===== config.mk =====
export PLATFORM = sky130hd
export DESIGN_NAME = pfc_protection_supervisor
export DESIGN_NICKNAME = d
export VERILOG_FILES = /design/src/hdl/pfc_protection_supervisor.v /design/src/hdl/pin_sync.v
export VERILOG_INCLUDE_DIRS = /design/src /design/src/hdl
export SDC_FILE = /design/constraint.sdc
export NUM_CORES = 1
export LEC_CHECK = 0
export ABC_AREA = 1
export BUFFER_PORTS_ARGS = -buffer_cell sky130_fd_sc_hd__buf_2
export CAP_MARGIN = 10
export CORE_AREA = 2 2 229 175
export CTS_BUF_LIST = sky130_fd_sc_hd__clkbuf_2
export DETAILED_ROUTE_END_ITERATION = 6
export DIE_AREA = 0 0 231 177
export PLACE_DENSITY = 0.67
export SKIP_CTS_REPAIR_TIMING = 1
export SYNTH_ARGS = -nofsm -noshare
export SYNTH_HDL_FRONTEND = slang
export SYNTH_HIERARCHICAL = 1
export SYNTH_SLANG_ARGS = --single-unit

===== constraint.sdc =====
create_clock -name REF_CLK -period 22.9 [get_ports REF_CLK]
set_input_delay 4.58 -clock REF_CLK [delete_from_list [all_inputs] [get_ports REF_CLK]]
set_output_delay 4.58 -clock REF_CLK [all_outputs]
set_load 0.02 [all_outputs]

===== src/hdl/pfc_defs.vh =====
// Constants for the protection supervisor
// Summary of operation
// - Digitized feedback current is compared with the 129 uA reference to form error.
// - Feedback loop is compensated digitally; no external network needed.
// - Valley pulse only after comparator high continuously for 200 ns.
// - A new cycle may start at a later valley, not always the first.
// - Brownout works on digitized line samples and tracks the rectified peak.
// - Line below low threshold for over 56 ms asserts brownout and stops drive.
// - Brownout exits after line above high threshold for at least 56 ms.
// - Low threshold 31.6 uA, high threshold 39.6 uA, giving hysteresis.
// - In brownout sit in standby, keep sampling, then return to normal.
// - Drive stops at once when feedback exceeds 105% of reference.
// - Overvoltage clears only below trip level minus hysteresis.
// - Current limit checked only while on and after blanking; ends on-time.
// - Severe clamp turns gate off and inhibits switching about 1.6 ms.
// - Overload drops output below startup level; startup until nominal reached.
// - Overload lasting over 112 ms causes 2.5 s shutdown, then restart.
// - Drive stops when measured output is below measured line.
// - Resume when feedback at least line and output above line peak.
// - Failed feedback sense stops drive within about 150 us.
// - Over-temperature shuts logic off; re-enabled after 9 C drop. Here THERMAL_HOT only inhibits the drive; hysteresis is left to the sensor.
// - Startup mode below 90% of nominal, normal again at 100%.
`ifndef PFC_DEFS_VH
`define PFC_DEFS_VH
`define CLK_HZ 50000000
`define ADC_W 12
// Codes are 0.1 uA per LSB
`define REF_CODE 12'd1290
`define OVP_CODE 12'd1354
`define OVP_HYS_CODE 12'd26
`define START_CODE 12'd1161
`define LINE_LOW_CODE 12'd316
`define LINE_HIGH_CODE 12'd396
`define QUAL_NS 200
`define QUAL_CYC ((`QUAL_NS * (`CLK_HZ / 1000000) + 999) / 1000)
`define LEB_NS 300
`define LEB_CYC ((`LEB_NS * (`CLK_HZ / 1000000) + 999) / 1000)
`define MS_CYC (`CLK_HZ / 1000)
`define BROWN_MS 56
`define SEVERE_US 1600
`define SEVERE_CYC (`SEVERE_US * (`CLK_HZ / 1000000))
`define OVL_MS 112
`define OPP_OFF_MS 2500
`define SENSE_US 150
`define SENSE_CYC (`SENSE_US * (`CLK_HZ / 1000000))
`define SENSE_DLY 16'd64
`define ERR_W 13
`endif


===== src/hdl/pfc_protection_supervisor.v =====
// Protection supervisor for a digital boost PFC controller
`timescale 1ns/1ps
`include "pfc_defs.vh"
module pfc_protection_supervisor #(
   parameter BROWN_CYC = `BROWN_MS * `MS_CYC,
   parameter OVL_CYC = `OVL_MS * `MS_CYC,
   parameter OPP_OFF_CYC = `OPP_OFF_MS * `MS_CYC,
   parameter SEVERE_CYC = `SEVERE_CYC
) (
   input wire REF_CLK,
   input wire ARST_N,
   input wire [11:0] OUTPUT_FEEDBACK_INPUT,
   input wire [11:0] LINE_SENSE_INPUT,
   input wire SAMPLE_VALID,
   input wire VALLEY_DETECT_INPUT,
   input wire SWITCH_REQUEST,
   input wire CURRENT_LIMIT_TRIP,
   input wire SEVERE_CLAMP_TRIP,
   input wire THERMAL_HOT,
   output wire SWITCH_DRIVE_OUTPUT,
   output reg VALLEY_PULSE,
   output reg signed [12:0] REGULATION_ERROR,
   output wire BROWNOUT,
   output wire STANDBY,
   output reg OVERVOLTAGE_TRIP,
   output wire OVERCURRENT_TRIP,
   output wire OVERPOWER_TRIP,
   output reg SENSE_FAULT,
   output wire STARTUP_MODE,
   output wire THERMAL_SHUTDOWN
);
   // Brownout states
   localparam BO_RUN = 2'd0;
   localparam BO_LOWWAIT = 2'd1;
   localparam BO_DOWN = 2'd2;
   localparam BO_HIGHWAIT = 2'd3;

   reg rs1_q;
   reg rs2_q;
   wire rst_n;
   wire zc;
   wire cl_trip;
   wire sv_trip;
   wire hot;
   reg [11:0] fb_q;
   reg [11:0] line_q;
   reg [11:0] peak_q;
   reg [11:0] peak_run_q;
   reg [19:0] peak_age_q;
   reg [1:0] bo_q;
   reg [1:0] bo_d;
   reg [31:0] bo_cnt_q;
   reg [3:0] zq_cnt_q;
   reg zq_armed_q;
   reg drive_q;
   reg [4:0] leb_cnt_q;
   reg ocp_q;
   reg [31:0] sev_cnt_q;
   reg start_q;
   reg [31:0] ovl_cnt_q;
   reg [31:0] opp_cnt_q;
   reg opp_q;
   reg [15:0] sense_cnt_q;
   wire inhibit;
   wire sev_hold;
   wire ovl_open;
   wire ovl_keep;
   wire ovl_clear;
   wire ovl_run;

   // Reset release through two flops
   always @(posedge REF_CLK or negedge ARST_N) begin
      if (!ARST_N) begin
         rs1_q <= 1'b0;
         rs2_q <= 1'b0;
      end else begin
         rs1_q <= 1'b1;
         rs2_q <= rs1_q;
      end
   end
   assign rst_n = rs2_q;

   // Asynchronous pins
   pin_sync u_zc (
      .clk(REF_CLK),
      .rst_n(rst_n),
      .pin(VALLEY_DETECT_INPUT),
      .level(zc)
   );
   pin_sync u_cl (
      .clk(REF_CLK),
      .rst_n(rst_n),
      .pin(CURRENT_LIMIT_TRIP),
      .level(cl_trip)
   );
   pin_sync u_sv (
      .clk(REF_CLK),
      .rst_n(rst_n),
      .pin(SEVERE_CLAMP_TRIP),
      .level(sv_trip)
   );
   pin_sync u_th (
      .clk(REF_CLK),
      .rst_n(rst_n),
      .pin(THERMAL_HOT),
      .level(hot)
   );

   // Over-temperature: sensor supplies its own 9 C hysteresis
   assign THERMAL_SHUTDOWN = hot;

   // Sample capture, regulation error against fixed reference
   always @(posedge REF_CLK or negedge rst_n) begin
      if (!rst_n) begin
         fb_q <= 12'h000;
         line_q <= 12'h000;
         REGULATION_ERROR <= 13'sh0000;
      end else if (SAMPLE_VALID) begin
         fb_q <= OUTPUT_FEEDBACK_INPUT;
         line_q <= LINE_SENSE_INPUT;
         // Compensation is done downstream in the digital loop
         REGULATION_ERROR <= $signed({1'b0, `REF_CODE}) -
                             $signed({1'b0, OUTPUT_FEEDBACK_INPUT});
      end
   end

   // Line peak over a window longer than a half cycle
   always @(posedge REF_CLK or negedge rst_n) begin
      if (!rst_n) begin
         peak_q <= 12'h000;
         peak_run_q <= 12'h000;
         peak_age_q <= 20'h00000;
      end else begin
         peak_age_q <= peak_age_q + 20'h00001;
         if (peak_age_q == 20'hfffff) begin
            peak_q <= peak_run_q;
            peak_run_q <= 12'h000;
         end else if (SAMPLE_VALID) begin
            if (LINE_SENSE_INPUT > peak_run_q) begin
               peak_run_q <= LINE_SENSE_INPUT;
            end
            // Fast attack: a fresh peak counts before the window closes
            if (LINE_SENSE_INPUT > peak_q) begin
               peak_q <= LINE_SENSE_INPUT;
            end
         end
      end
   end

   // Brownout with entry timer on the line peak and exit timer on the line sample
   always @* begin
      bo_d = bo_q;
      case (bo_q)
         BO_RUN: begin
            if (peak_q < `LINE_LOW_CODE) begin
               bo_d = BO_LOWWAIT;
            end
         end
         BO_LOWWAIT: begin
            if (peak_q >= `LINE_LOW_CODE) begin
               bo_d = BO_RUN;
            end else if (bo_cnt_q >= BROWN_CYC) begin
               bo_d = BO_DOWN;
            end
         end
         BO_DOWN: begin
            if (line_q > `LINE_HIGH_CODE) begin
               bo_d = BO_HIGHWAIT;
            end
         end
         BO_HIGHWAIT: begin
            if (line_q <= `LINE_HIGH_CODE) begin
               bo_d = BO_DOWN;
            end else if (bo_cnt_q >= BROWN_CYC) begin
               bo_d = BO_RUN;
            end
         end
         default: begin
            bo_d = BO_RUN;
         end
      endcase
   end

   always @(posedge REF_CLK or negedge rst_n) begin
      if (!rst_n) begin
         bo_q <= BO_RUN;
         bo_cnt_q <= 32'h00000000;
      end else begin
         bo_q <= bo_d;
         if (bo_d != bo_q) begin
            bo_cnt_q <= 32'h00000000;
         end else begin
            bo_cnt_q <= bo_cnt_q + 32'h00000001;
         end
      end
   end
   assign BROWNOUT = bo_q[1];
   assign STANDBY = bo_q[1];

   // Valley qualification: falling edge counts only after a long high
   always @(posedge REF_CLK or negedge rst_n) begin
      if (!rst_n) begin
         zq_cnt_q <= 4'h0;
         zq_armed_q <= 1'b0;
         VALLEY_PULSE <= 1'b0;
      end else begin
         VALLEY_PULSE <= 1'b0;
         if (zc) begin
            if (zq_cnt_q >= `QUAL_CYC - 1) begin
               zq_armed_q <= 1'b1;
            end else begin
               zq_cnt_q <= zq_cnt_q + 4'h1;
            end
         end else begin
            zq_cnt_q <= 4'h0;
            zq_armed_q <= 1'b0;
            VALLEY_PULSE <= zq_armed_q;
         end
      end
   end

   // Overvoltage with hysteresis
   always @(posedge REF_CLK or negedge rst_n) begin
      if (!rst_n) begin
         OVERVOLTAGE_TRIP <= 1'b0;
      end else if (SAMPLE_VALID) begin
         if (OUTPUT_FEEDBACK_INPUT > `OVP_CODE) begin
            OVERVOLTAGE_TRIP <= 1'b1;
         end else if (OUTPUT_FEEDBACK_INPUT < `OVP_CODE - `OVP_HYS_CODE) begin
            OVERVOLTAGE_TRIP <= 1'b0;
         end
      end
   end

   // Gate on-time: starts on a valley while requested; ends on limit
   always @(posedge REF_CLK or negedge rst_n) begin
      if (!rst_n) begin
         drive_q <= 1'b0;
         leb_cnt_q <= 5'h00;
         ocp_q <= 1'b0;
      end else begin
         ocp_q <= 1'b0;
         if (!drive_q) begin
            leb_cnt_q <= 5'h00;
            // Controller may skip valleys by holding its request low
            if (VALLEY_PULSE && SWITCH_REQUEST && !inhibit) begin
               drive_q <= 1'b1;
            end
         end else begin
            if (leb_cnt_q < `LEB_CYC) begin
               leb_cnt_q <= leb_cnt_q + 5'h01;
            end
            if (inhibit || !SWITCH_REQUEST) begin
               drive_q <= 1'b0;
            end else if (leb_cnt_q >= `LEB_CYC && cl_trip) begin
               drive_q <= 1'b0;
               ocp_q <= 1'b1;
            end
         end
      end
   end
   assign OVERCURRENT_TRIP = ocp_q | sev_hold;

   // Severe clamp restart hold-off
   always @(posedge REF_CLK or negedge rst_n) begin
      if (!rst_n) begin
         sev_cnt_q <= 32'h00000000;
      end else if (sv_trip) begin
         sev_cnt_q <= SEVERE_CYC;
      end else if (sev_cnt_q != 32'h00000000) begin
         sev_cnt_q <= sev_cnt_q - 32'h00000001;
      end
   end
   assign sev_hold = sev_cnt_q != 32'h00000000;

   // Startup mode from output level, with hysteresis
   always @(posedge REF_CLK or negedge rst_n) begin
      if (!rst_n) begin
         start_q <= 1'b1;
      end else if (SAMPLE_VALID) begin
         if (OUTPUT_FEEDBACK_INPUT < `START_CODE) begin
            start_q <= 1'b1;
         end else if (OUTPUT_FEEDBACK_INPUT >= `REF_CODE) begin
            start_q <= 1'b0;
         end
      end
   end
   assign STARTUP_MODE = start_q;

   // Overload watch: startup re-entered repeatedly counts as overload too
   // A zero code means an idle converter, not an overload
   assign ovl_open = start_q && ovl_cnt_q == 32'h00000000 && fb_q > 12'h000 &&
                     fb_q < `START_CODE;
   // Watch stays open while startup has not regained the reference
   assign ovl_keep = start_q && fb_q < `REF_CODE && ovl_cnt_q != 32'h00000000;
   // Light request while regulated means load cleared
   assign ovl_clear = !start_q && ovl_cnt_q != 32'h00000000 && !SWITCH_REQUEST;
   // Regulated but still loaded: the cycle may repeat, keep counting
   assign ovl_run = !start_q && ovl_cnt_q != 32'h00000000;
   always @(posedge REF_CLK or negedge rst_n) begin
      if (!rst_n) begin
         ovl_cnt_q <= 32'h00000000;
         opp_cnt_q <= 32'h00000000;
         opp_q <= 1'b0;
      end else if (opp_q) begin
         ovl_cnt_q <= 32'h00000000;
         if (opp_cnt_q >= OPP_OFF_CYC) begin
            opp_q <= 1'b0;
            opp_cnt_q <= 32'h00000000;
         end else begin
            opp_cnt_q <= opp_cnt_q + 32'h00000001;
         end
      end else if (ovl_keep || ovl_open) begin
         if (ovl_cnt_q >= OVL_CYC) begin
            opp_q <= 1'b1;
         end else begin
            ovl_cnt_q <= ovl_cnt_q + 32'h00000001;
         end
      end else if (ovl_clear) begin
         ovl_cnt_q <= 32'h00000000;
      end else if (ovl_run) begin
         ovl_cnt_q <= ovl_cnt_q + 32'h00000001;
      end
   end
   assign OVERPOWER_TRIP = opp_q;

   // Feedback sense failure: short debounce well inside response limit
   always @(posedge REF_CLK or negedge rst_n) begin
      if (!rst_n) begin
         SENSE_FAULT <= 1'b0;
         sense_cnt_q <= 16'h0000;
      end else if (!SENSE_FAULT) begin
         if (fb_q < line_q) begin
            if (sense_cnt_q >= `SENSE_DLY) begin
               SENSE_FAULT <= 1'b1;
               sense_cnt_q <= 16'h0000;
            end else begin
               sense_cnt_q <= sense_cnt_q + 16'h0001;
            end
         end else begin
            sense_cnt_q <= 16'h0000;
         end
      end else if (fb_q >= line_q && fb_q > peak_q) begin
         SENSE_FAULT <= 1'b0;
      end
   end

   assign inhibit = BROWNOUT | OVERVOLTAGE_TRIP | sev_hold |
                    opp_q | SENSE_FAULT | hot;
   assign SWITCH_DRIVE_OUTPUT = drive_q & ~inhibit;
endmodule // pfc_protection_supervisor


===== src/hdl/pin_sync.v =====
// Three-flop pin synchroniser with agreement check
`timescale 1ns/1ps
module pin_sync (
   input wire clk,
   input wire rst_n,
   input wire pin,
   output reg level
);
   reg s1_q;
   reg s2_q;
   reg s3_q;
   always @(posedge clk or negedge rst_n) begin
      if (!rst_n) begin
         s1_q <= 1'b0;
         s2_q <= 1'b0;
         s3_q <= 1'b0;
         level <= 1'b0;
      end else begin
         s1_q <= pin;
         s2_q <= s1_q;
         s3_q <= s2_q;
         if (s2_q == s3_q) begin
            level <= s3_q;
         end
      end
   end
endmodule // pin_sync


After elaboration in Yosys (flattened, before gate mapping)
Index checks and enable logic that the tools add are counted.
- ROM bits: 0
- memories: 0
- bits in writable memories: 0
- bits in latches: 0
- word-level logic and storage cells: 175
- bits in registers: 262
- output and inout bits: 23
- order comparisons: 23
- equal/unequal tests: 13
- multiply operators: 0
- reduce and logical (&&, ||, !) cells: 32
- mux-type cells: 50
- add/subtract/negate cells: 9
- shifts and indexed selects: 0
- bitwise logic cells: 8
- divide/modulo/power cells: 0
- operators with widths (operator ; number):
    2-to-1 mux 32 bit ; 9
    adder 32 x 1 -> 32 bit (second input constant) ; 3
    2-to-1 mux 12 bit ; 6
    nonzero test 32 bit ; 2
    less-than comparator 12 x 11 -> 1 bit (second input constant) ; 4
    > comparator 12 bit ; 3
    >= comparator 32 x 22 -> 1 bit (second input constant) ; 1
    >= comparator 32 x 23 -> 1 bit (second input constant) ; 1
    >= comparator 32 x 27 -> 1 bit (second input constant) ; 1
    logical NOT 32 bit ; 1
    2-to-1 mux 16 bit ; 2
    subtractor 32 x 1 -> 32 bit (second input constant) ; 1
    2-to-1 mux 1 bit ; 22
    adder 20 x 1 -> 20 bit (second input constant) ; 1
    equality test 20 bit (second input constant) ; 1
    adder 16 x 1 -> 16 bit (second input constant) ; 1
    >= comparator 16 x 7 -> 1 bit (second input constant) ; 1
    subtractor 11 x 12 -> 13 bit (first input constant) ; 1
    >= comparator 12 x 11 -> 1 bit (second input constant) ; 1
    >= comparator 12 bit ; 1
    >= comparator 12 x 9 -> 1 bit (second input constant) ; 1
    > comparator 12 x 1 -> 1 bit (second input constant) ; 1
    > comparator 12 x 11 -> 1 bit (second input constant) ; 1
    > comparator 12 x 9 -> 1 bit (second input constant) ; 1
    other kinds (29) ; 68

Longest topological paths before layout
- word-level depth: 9
- mapped depth: 15

By module
Netlist, hierarchy kept.
- modules (own cells, without submodules) (module ; cells each ; times used ; area an instance (sq um) ; sequential area each (sq um)):
    pfc_protection_supervisor ; 2121 ; 1 ; 15173.3 ; 6132.1
    pin_sync ; 8 ; 4 ; 116.4 ; 100.1

Worst setup path before layout
No wires, ideal clock.
- kind: register to output
- start point: reg sev_cnt_q[0]
- end point: out SWITCH_DRIVE_OUTPUT
- slack: 16.753 ns
- cell stages (with the launch flop): 9
- arrival time: 1.567 ns
- path through: dfrtp_1 inv_1 ha_1 nand2_1 nor3_1 nand2_1 nor2_1 nand2_1 nor2_1
- cells in the longest elaborated chain, start to end: 7
- ends and longest elaborated chain (item ; RTL line ; source):
    from (decl) ; pfc_protection_supervisor.v:58 ; reg [31:0] sev_cnt_q;
    from (signal assigned) ; pfc_protection_supervisor.v:271 ; sev_cnt_q <= sev_cnt_q - 32'h00000001;
    nonzero test 32 bit ; pfc_protection_supervisor.v:274 ; assign sev_hold = sev_cnt_q != 32'h00000000;
    OR 1 bit (2 in a row) ; pfc_protection_supervisor.v:348 ; assign inhibit = BROWNOUT | OVERVOLTAGE_TRIP | sev_hold |
    OR 1 bit (2 in a row) ; pfc_protection_supervisor.v:349 ; opp_q | SENSE_FAULT | hot;
    inverter 1 bit ; pfc_protection_supervisor.v:350 ; assign SWITCH_DRIVE_OUTPUT = drive_q & ~inhibit;
    AND 1 bit ; pfc_protection_supervisor.v:350 ;
    to (decl) ; pfc_protection_supervisor.v:20 ; output wire SWITCH_DRIVE_OUTPUT,
Every way passes these cells.

Worst setup path after layout
Same ends and word-level chain as after synthesis.

==> run_results.csv <==
group,metric,value,unit
yosys,synth-async-reset-ratio,100,%
route,vias,14054,
setup_path,path_cells,"inv_1 -> ha_1 -> nand2_1 -> nor3_1 -> nand2_1 -> nor2_1 -> nand2_1 -> nor2_1 -> buf_2",
setup_path,critPathLaunchType,"register",
sta,rsz0062_at_grt,"false",
cells_and_area,fillers,3994,
clocking,cts_htree_levels,3,
placement,post-dp-hpwl,27.4,mm
yosys,syn_nets,2251,
clocking,clkLatencyLatePin,0.93,ns
grt,antenna_found_initial,2,
yosys,synthCells,2153,
setup_path,crit_top_cell,"nand2_1",
grt,grt_pass1_wl,66.1,mm
power,p_seq_share,48.5,%
yosys,ys.flop_type,"dfrtp_1",
clocking,cts_made_buffers,70,
power,p_int,0.704,mW
route,firstDrtPassIters,5,
sta,worstMarginPinSlew,1.08,ns
route,drtAntennaViolNets,0,
route,drtIter0Drc,1086,
power,power.switching,0.415,mW
grt,grt_max_degree,82,
sta,final_max_slew_viol_count,0,
clocking,cts_root_buf,"clkbuf_2",
grt,overflow,0,
yosys,synth-edff-count,0,
sta,max_freq,136,MHz
route,vias_per_cell,5.02,
route,wl_per_cell,13.6,um
setup_path,worst_ep_arrival_time,2.78,ns
outcome,status,"finished, final reports clean",
yosys,synth_warnings,6,
floorplanning,rows,63,
sta,period_minus_slack,7.36,ns
route,route.detailed.drc,0,
setup_path,worstRegToRegCells,6,
yosys,yosysSeqAreaShare,41.8,%
setup_path,r2r_end,"ovl_cnt_q[14]",
setup_path,cp_data_required_time,18.32,ns
cells_and_area,final_cell_area,0.0169,sq mm
cells_and_area,syn_to_final_growth,8.30,%
sta,finalSetupViolCount,0,
setup_path,endpoint_kind,"output pin",
clocking,clkTransAtPathRegs,0.12,ns
yosys,synth-seq-cells,261,
floorplanning,start_util,40.3,%
floorplanning,fp.dieW,231,um
power,finalPower,1.12,mW
sta,skew,0.0888,ns
setup_path,max_stage_delay,0.37,ns
sta,slew_headroom,27.9,%
cells_and_area,mostFrequentLayoutCells,"595 x nand2_1, 336 x nor2_1, 258 x dfrtp_1",
yosys,synth_cell_types,48,
grt,grt_util_all_layers,19.5,%
floorplanning,ioPinCount,55,
yosys,netlist_area,0.0156,sq mm
power,switching_share,37.1,%
cells_and_area,drive_gt1_share,9.00,%
setup_path,worstSetupPathType,"reg2out",
sta,hold_viol_final,0,
route,routed_wl,38.0,mm
power,pwr_density_cell,66.1,mW/mm^2
floorplanning,dieArea,0.0409,sq mm
power,worst_ir_drop_vdd,0.0353,mV
setup_path,crit_fanout,6,
power,p_comb_share,23.1,%
setup_path,cpMaxStageDelayCell,"dfrtp_1",
clocking,clock-sinks,261,
placement,place_congestion,0.935,
clocking,max-clock-path-buffers,3,
power,power_frac_clock,28.4,%
yosys,syn_area_per_cell,7.26,sq um
floorplanning,fp.dieH,177,um
placement,place_area,0.0163,sq mm
clocking,tritoncts,"done",
cells_and_area,nets,2328,
sta,tns,0,ns
floorplanning,core,0.0388,sq mm
sta,fin_crit_sh,32.1,%
setup_path,reg2reg_from,"OVERPOWER_TRIP",
setup_path,r2r_setup_slack,19.34,ns
placement,portBuffers,54,
cells_and_area,layout_commonest_cell,"nand2_1",
power,leakagePower,8.37,nW
min_path,hold_path_class,"reg2async",
run,drv_cap,0,
grt,grt_pass1_vias,13470,
[registers in the layout, summed over array words and instances, names as in the netlist, 2 cells and up]
| name | cells |
|---|---|
| REGULATION_ERROR | 13 |
| ovl_cnt_q | 32 |
| fb_q | 11 |
| sense_cnt_q | 16 |
| peak_age_q | 20 |
| bo_cnt_q | 32 |
| bo_q | 2 |
| zq_cnt_q | 4 |
| line_q | 12 |
| peak_q | 12 |
| sev_cnt_q | 32 |
| opp_cnt_q | 32 |
| peak_run_q | 12 |
| leb_cnt_q | 5 |
[metrics by stage]
stage / hold WS [ns] / setup slack [ns] / utilization [%] / instances
2_1_floorplan: 0.331 / 15.09 / - / 2153
3_3_place_gp: 0.318 / 16.04 / 42.1 / 2678
3_5_place_dp: 0.322 / 15.96 / 42.1 / 2678
4_1_cts: 0.334 / 15.43 / 43.7 / 2799
5_1_grt: 0.350 / 15.20 / 43.7 / 2801
6_report: 0.292 / 15.54 / 43.7 / 2801
[final cells by class]
cell class	instances	area [sq um]	share of cell area, %
Clock inverter	25	110	0.650
Antenna cell	2	5.00	0.0295
Tap cell	520	651	3.84
Timing Repair Buffer	62	330	1.95
Multi-Input combinational cell	1571	7830	46.2
Sequential cell	261	6540	38.6
Clock buffer	96	480	2.84
Inverter	264	991	5.85
[cells by family after synthesis]
logic type,synth area share [%]
xor+xnor,5.26
simple gates,33.3
compound gates,6.22
flops,41.8
fa+ha+maj,5.28
other cells,0.0240
buf+inv,8.14
[worst max-delay path by stage]
stage / from / end / slack, ns
5_1_grt: sev_cnt_q[0] / SWITCH_DRIVE_OUTPUT / 15.20
3_3_place_gp: LINE_SENSE_INPUT[7] / peak_run_q[0] / 16.04
4_1_cts: sev_cnt_q[0] / SWITCH_DRIVE_OUTPUT / 15.43
6_report: sev_cnt_q[0] / SWITCH_DRIVE_OUTPUT / 15.54
2_1_floorplan: rs2_q / OVERPOWER_TRIP / 15.09
3_5_place_dp: LINE_SENSE_INPUT[7] / peak_run_q[5] / 15.96
[cell usage after synthesis (all sizes together), types with 3 or more instances]
| cell | instances | area share (%) |
|---|---|---|
| a211oi | 5 | 0.24 |
| ha | 66 | 5.3 |
| xor2 | 70 | 3.9 |
| nand2 | 598 | 14 |
| dfrtp | 260 | 42 |
| nor2 | 346 | 8.5 |
| o31ai | 6 | 0.29 |
| nor3 | 58 | 2.0 |
| a21oi | 49 | 1.6 |
| xnor2 | 24 | 1.3 |
| o211ai | 9 | 0.43 |
| or2 | 7 | 0.28 |
| nand3 | 157 | 5.1 |
| clkbuf | 23 | 0.55 |
| nand4 | 51 | 2.1 |
| o21a | 6 | 0.29 |
| o21ai | 81 | 2.6 |
| buf | 34 | 1.3 |
| o21ba | 3 | 0.19 |
| a21o | 3 | 0.14 |
| nor4 | 16 | 0.74 |
| inv | 263 | 6.3 |
[critical path: cells and delay by family, from the launching register on]
kind	cells	cell delay [ns]
buffers and inverters	2	0.32
adder cells (fa/ha/maj)	1	0.27
AND/OR/NAND/NOR	6	0.89
flip-flops	1	0.37
[layer usage]
layer	vias up	part of all wire, %	routed length [um]	GRT usage [%]
li1	7022	-	-	-
met3	63	6.3	2400	4.32
met2	398	42	16000	28.5
met4	0	1.8	697	5.70
met5	-	0	0	0
met1	6571	50	18900	28.7
[power groups by stage]
stage | clock network [mW] | registers (mW) | logic, mW
3_3_place_gp | 0 | 0.550 | 0.246
5_1_grt | 0.357 | 0.550 | 0.301
2_1_floorplan | 0 | 0.548 | 0.187
6_report | 0.317 | 0.543 | 0.259
3_5_place_dp | 0 | 0.550 | 0.258
4_1_cts | 0.335 | 0.543 | 0.258
No activity file was read; power rests on OpenSTA's default activity.
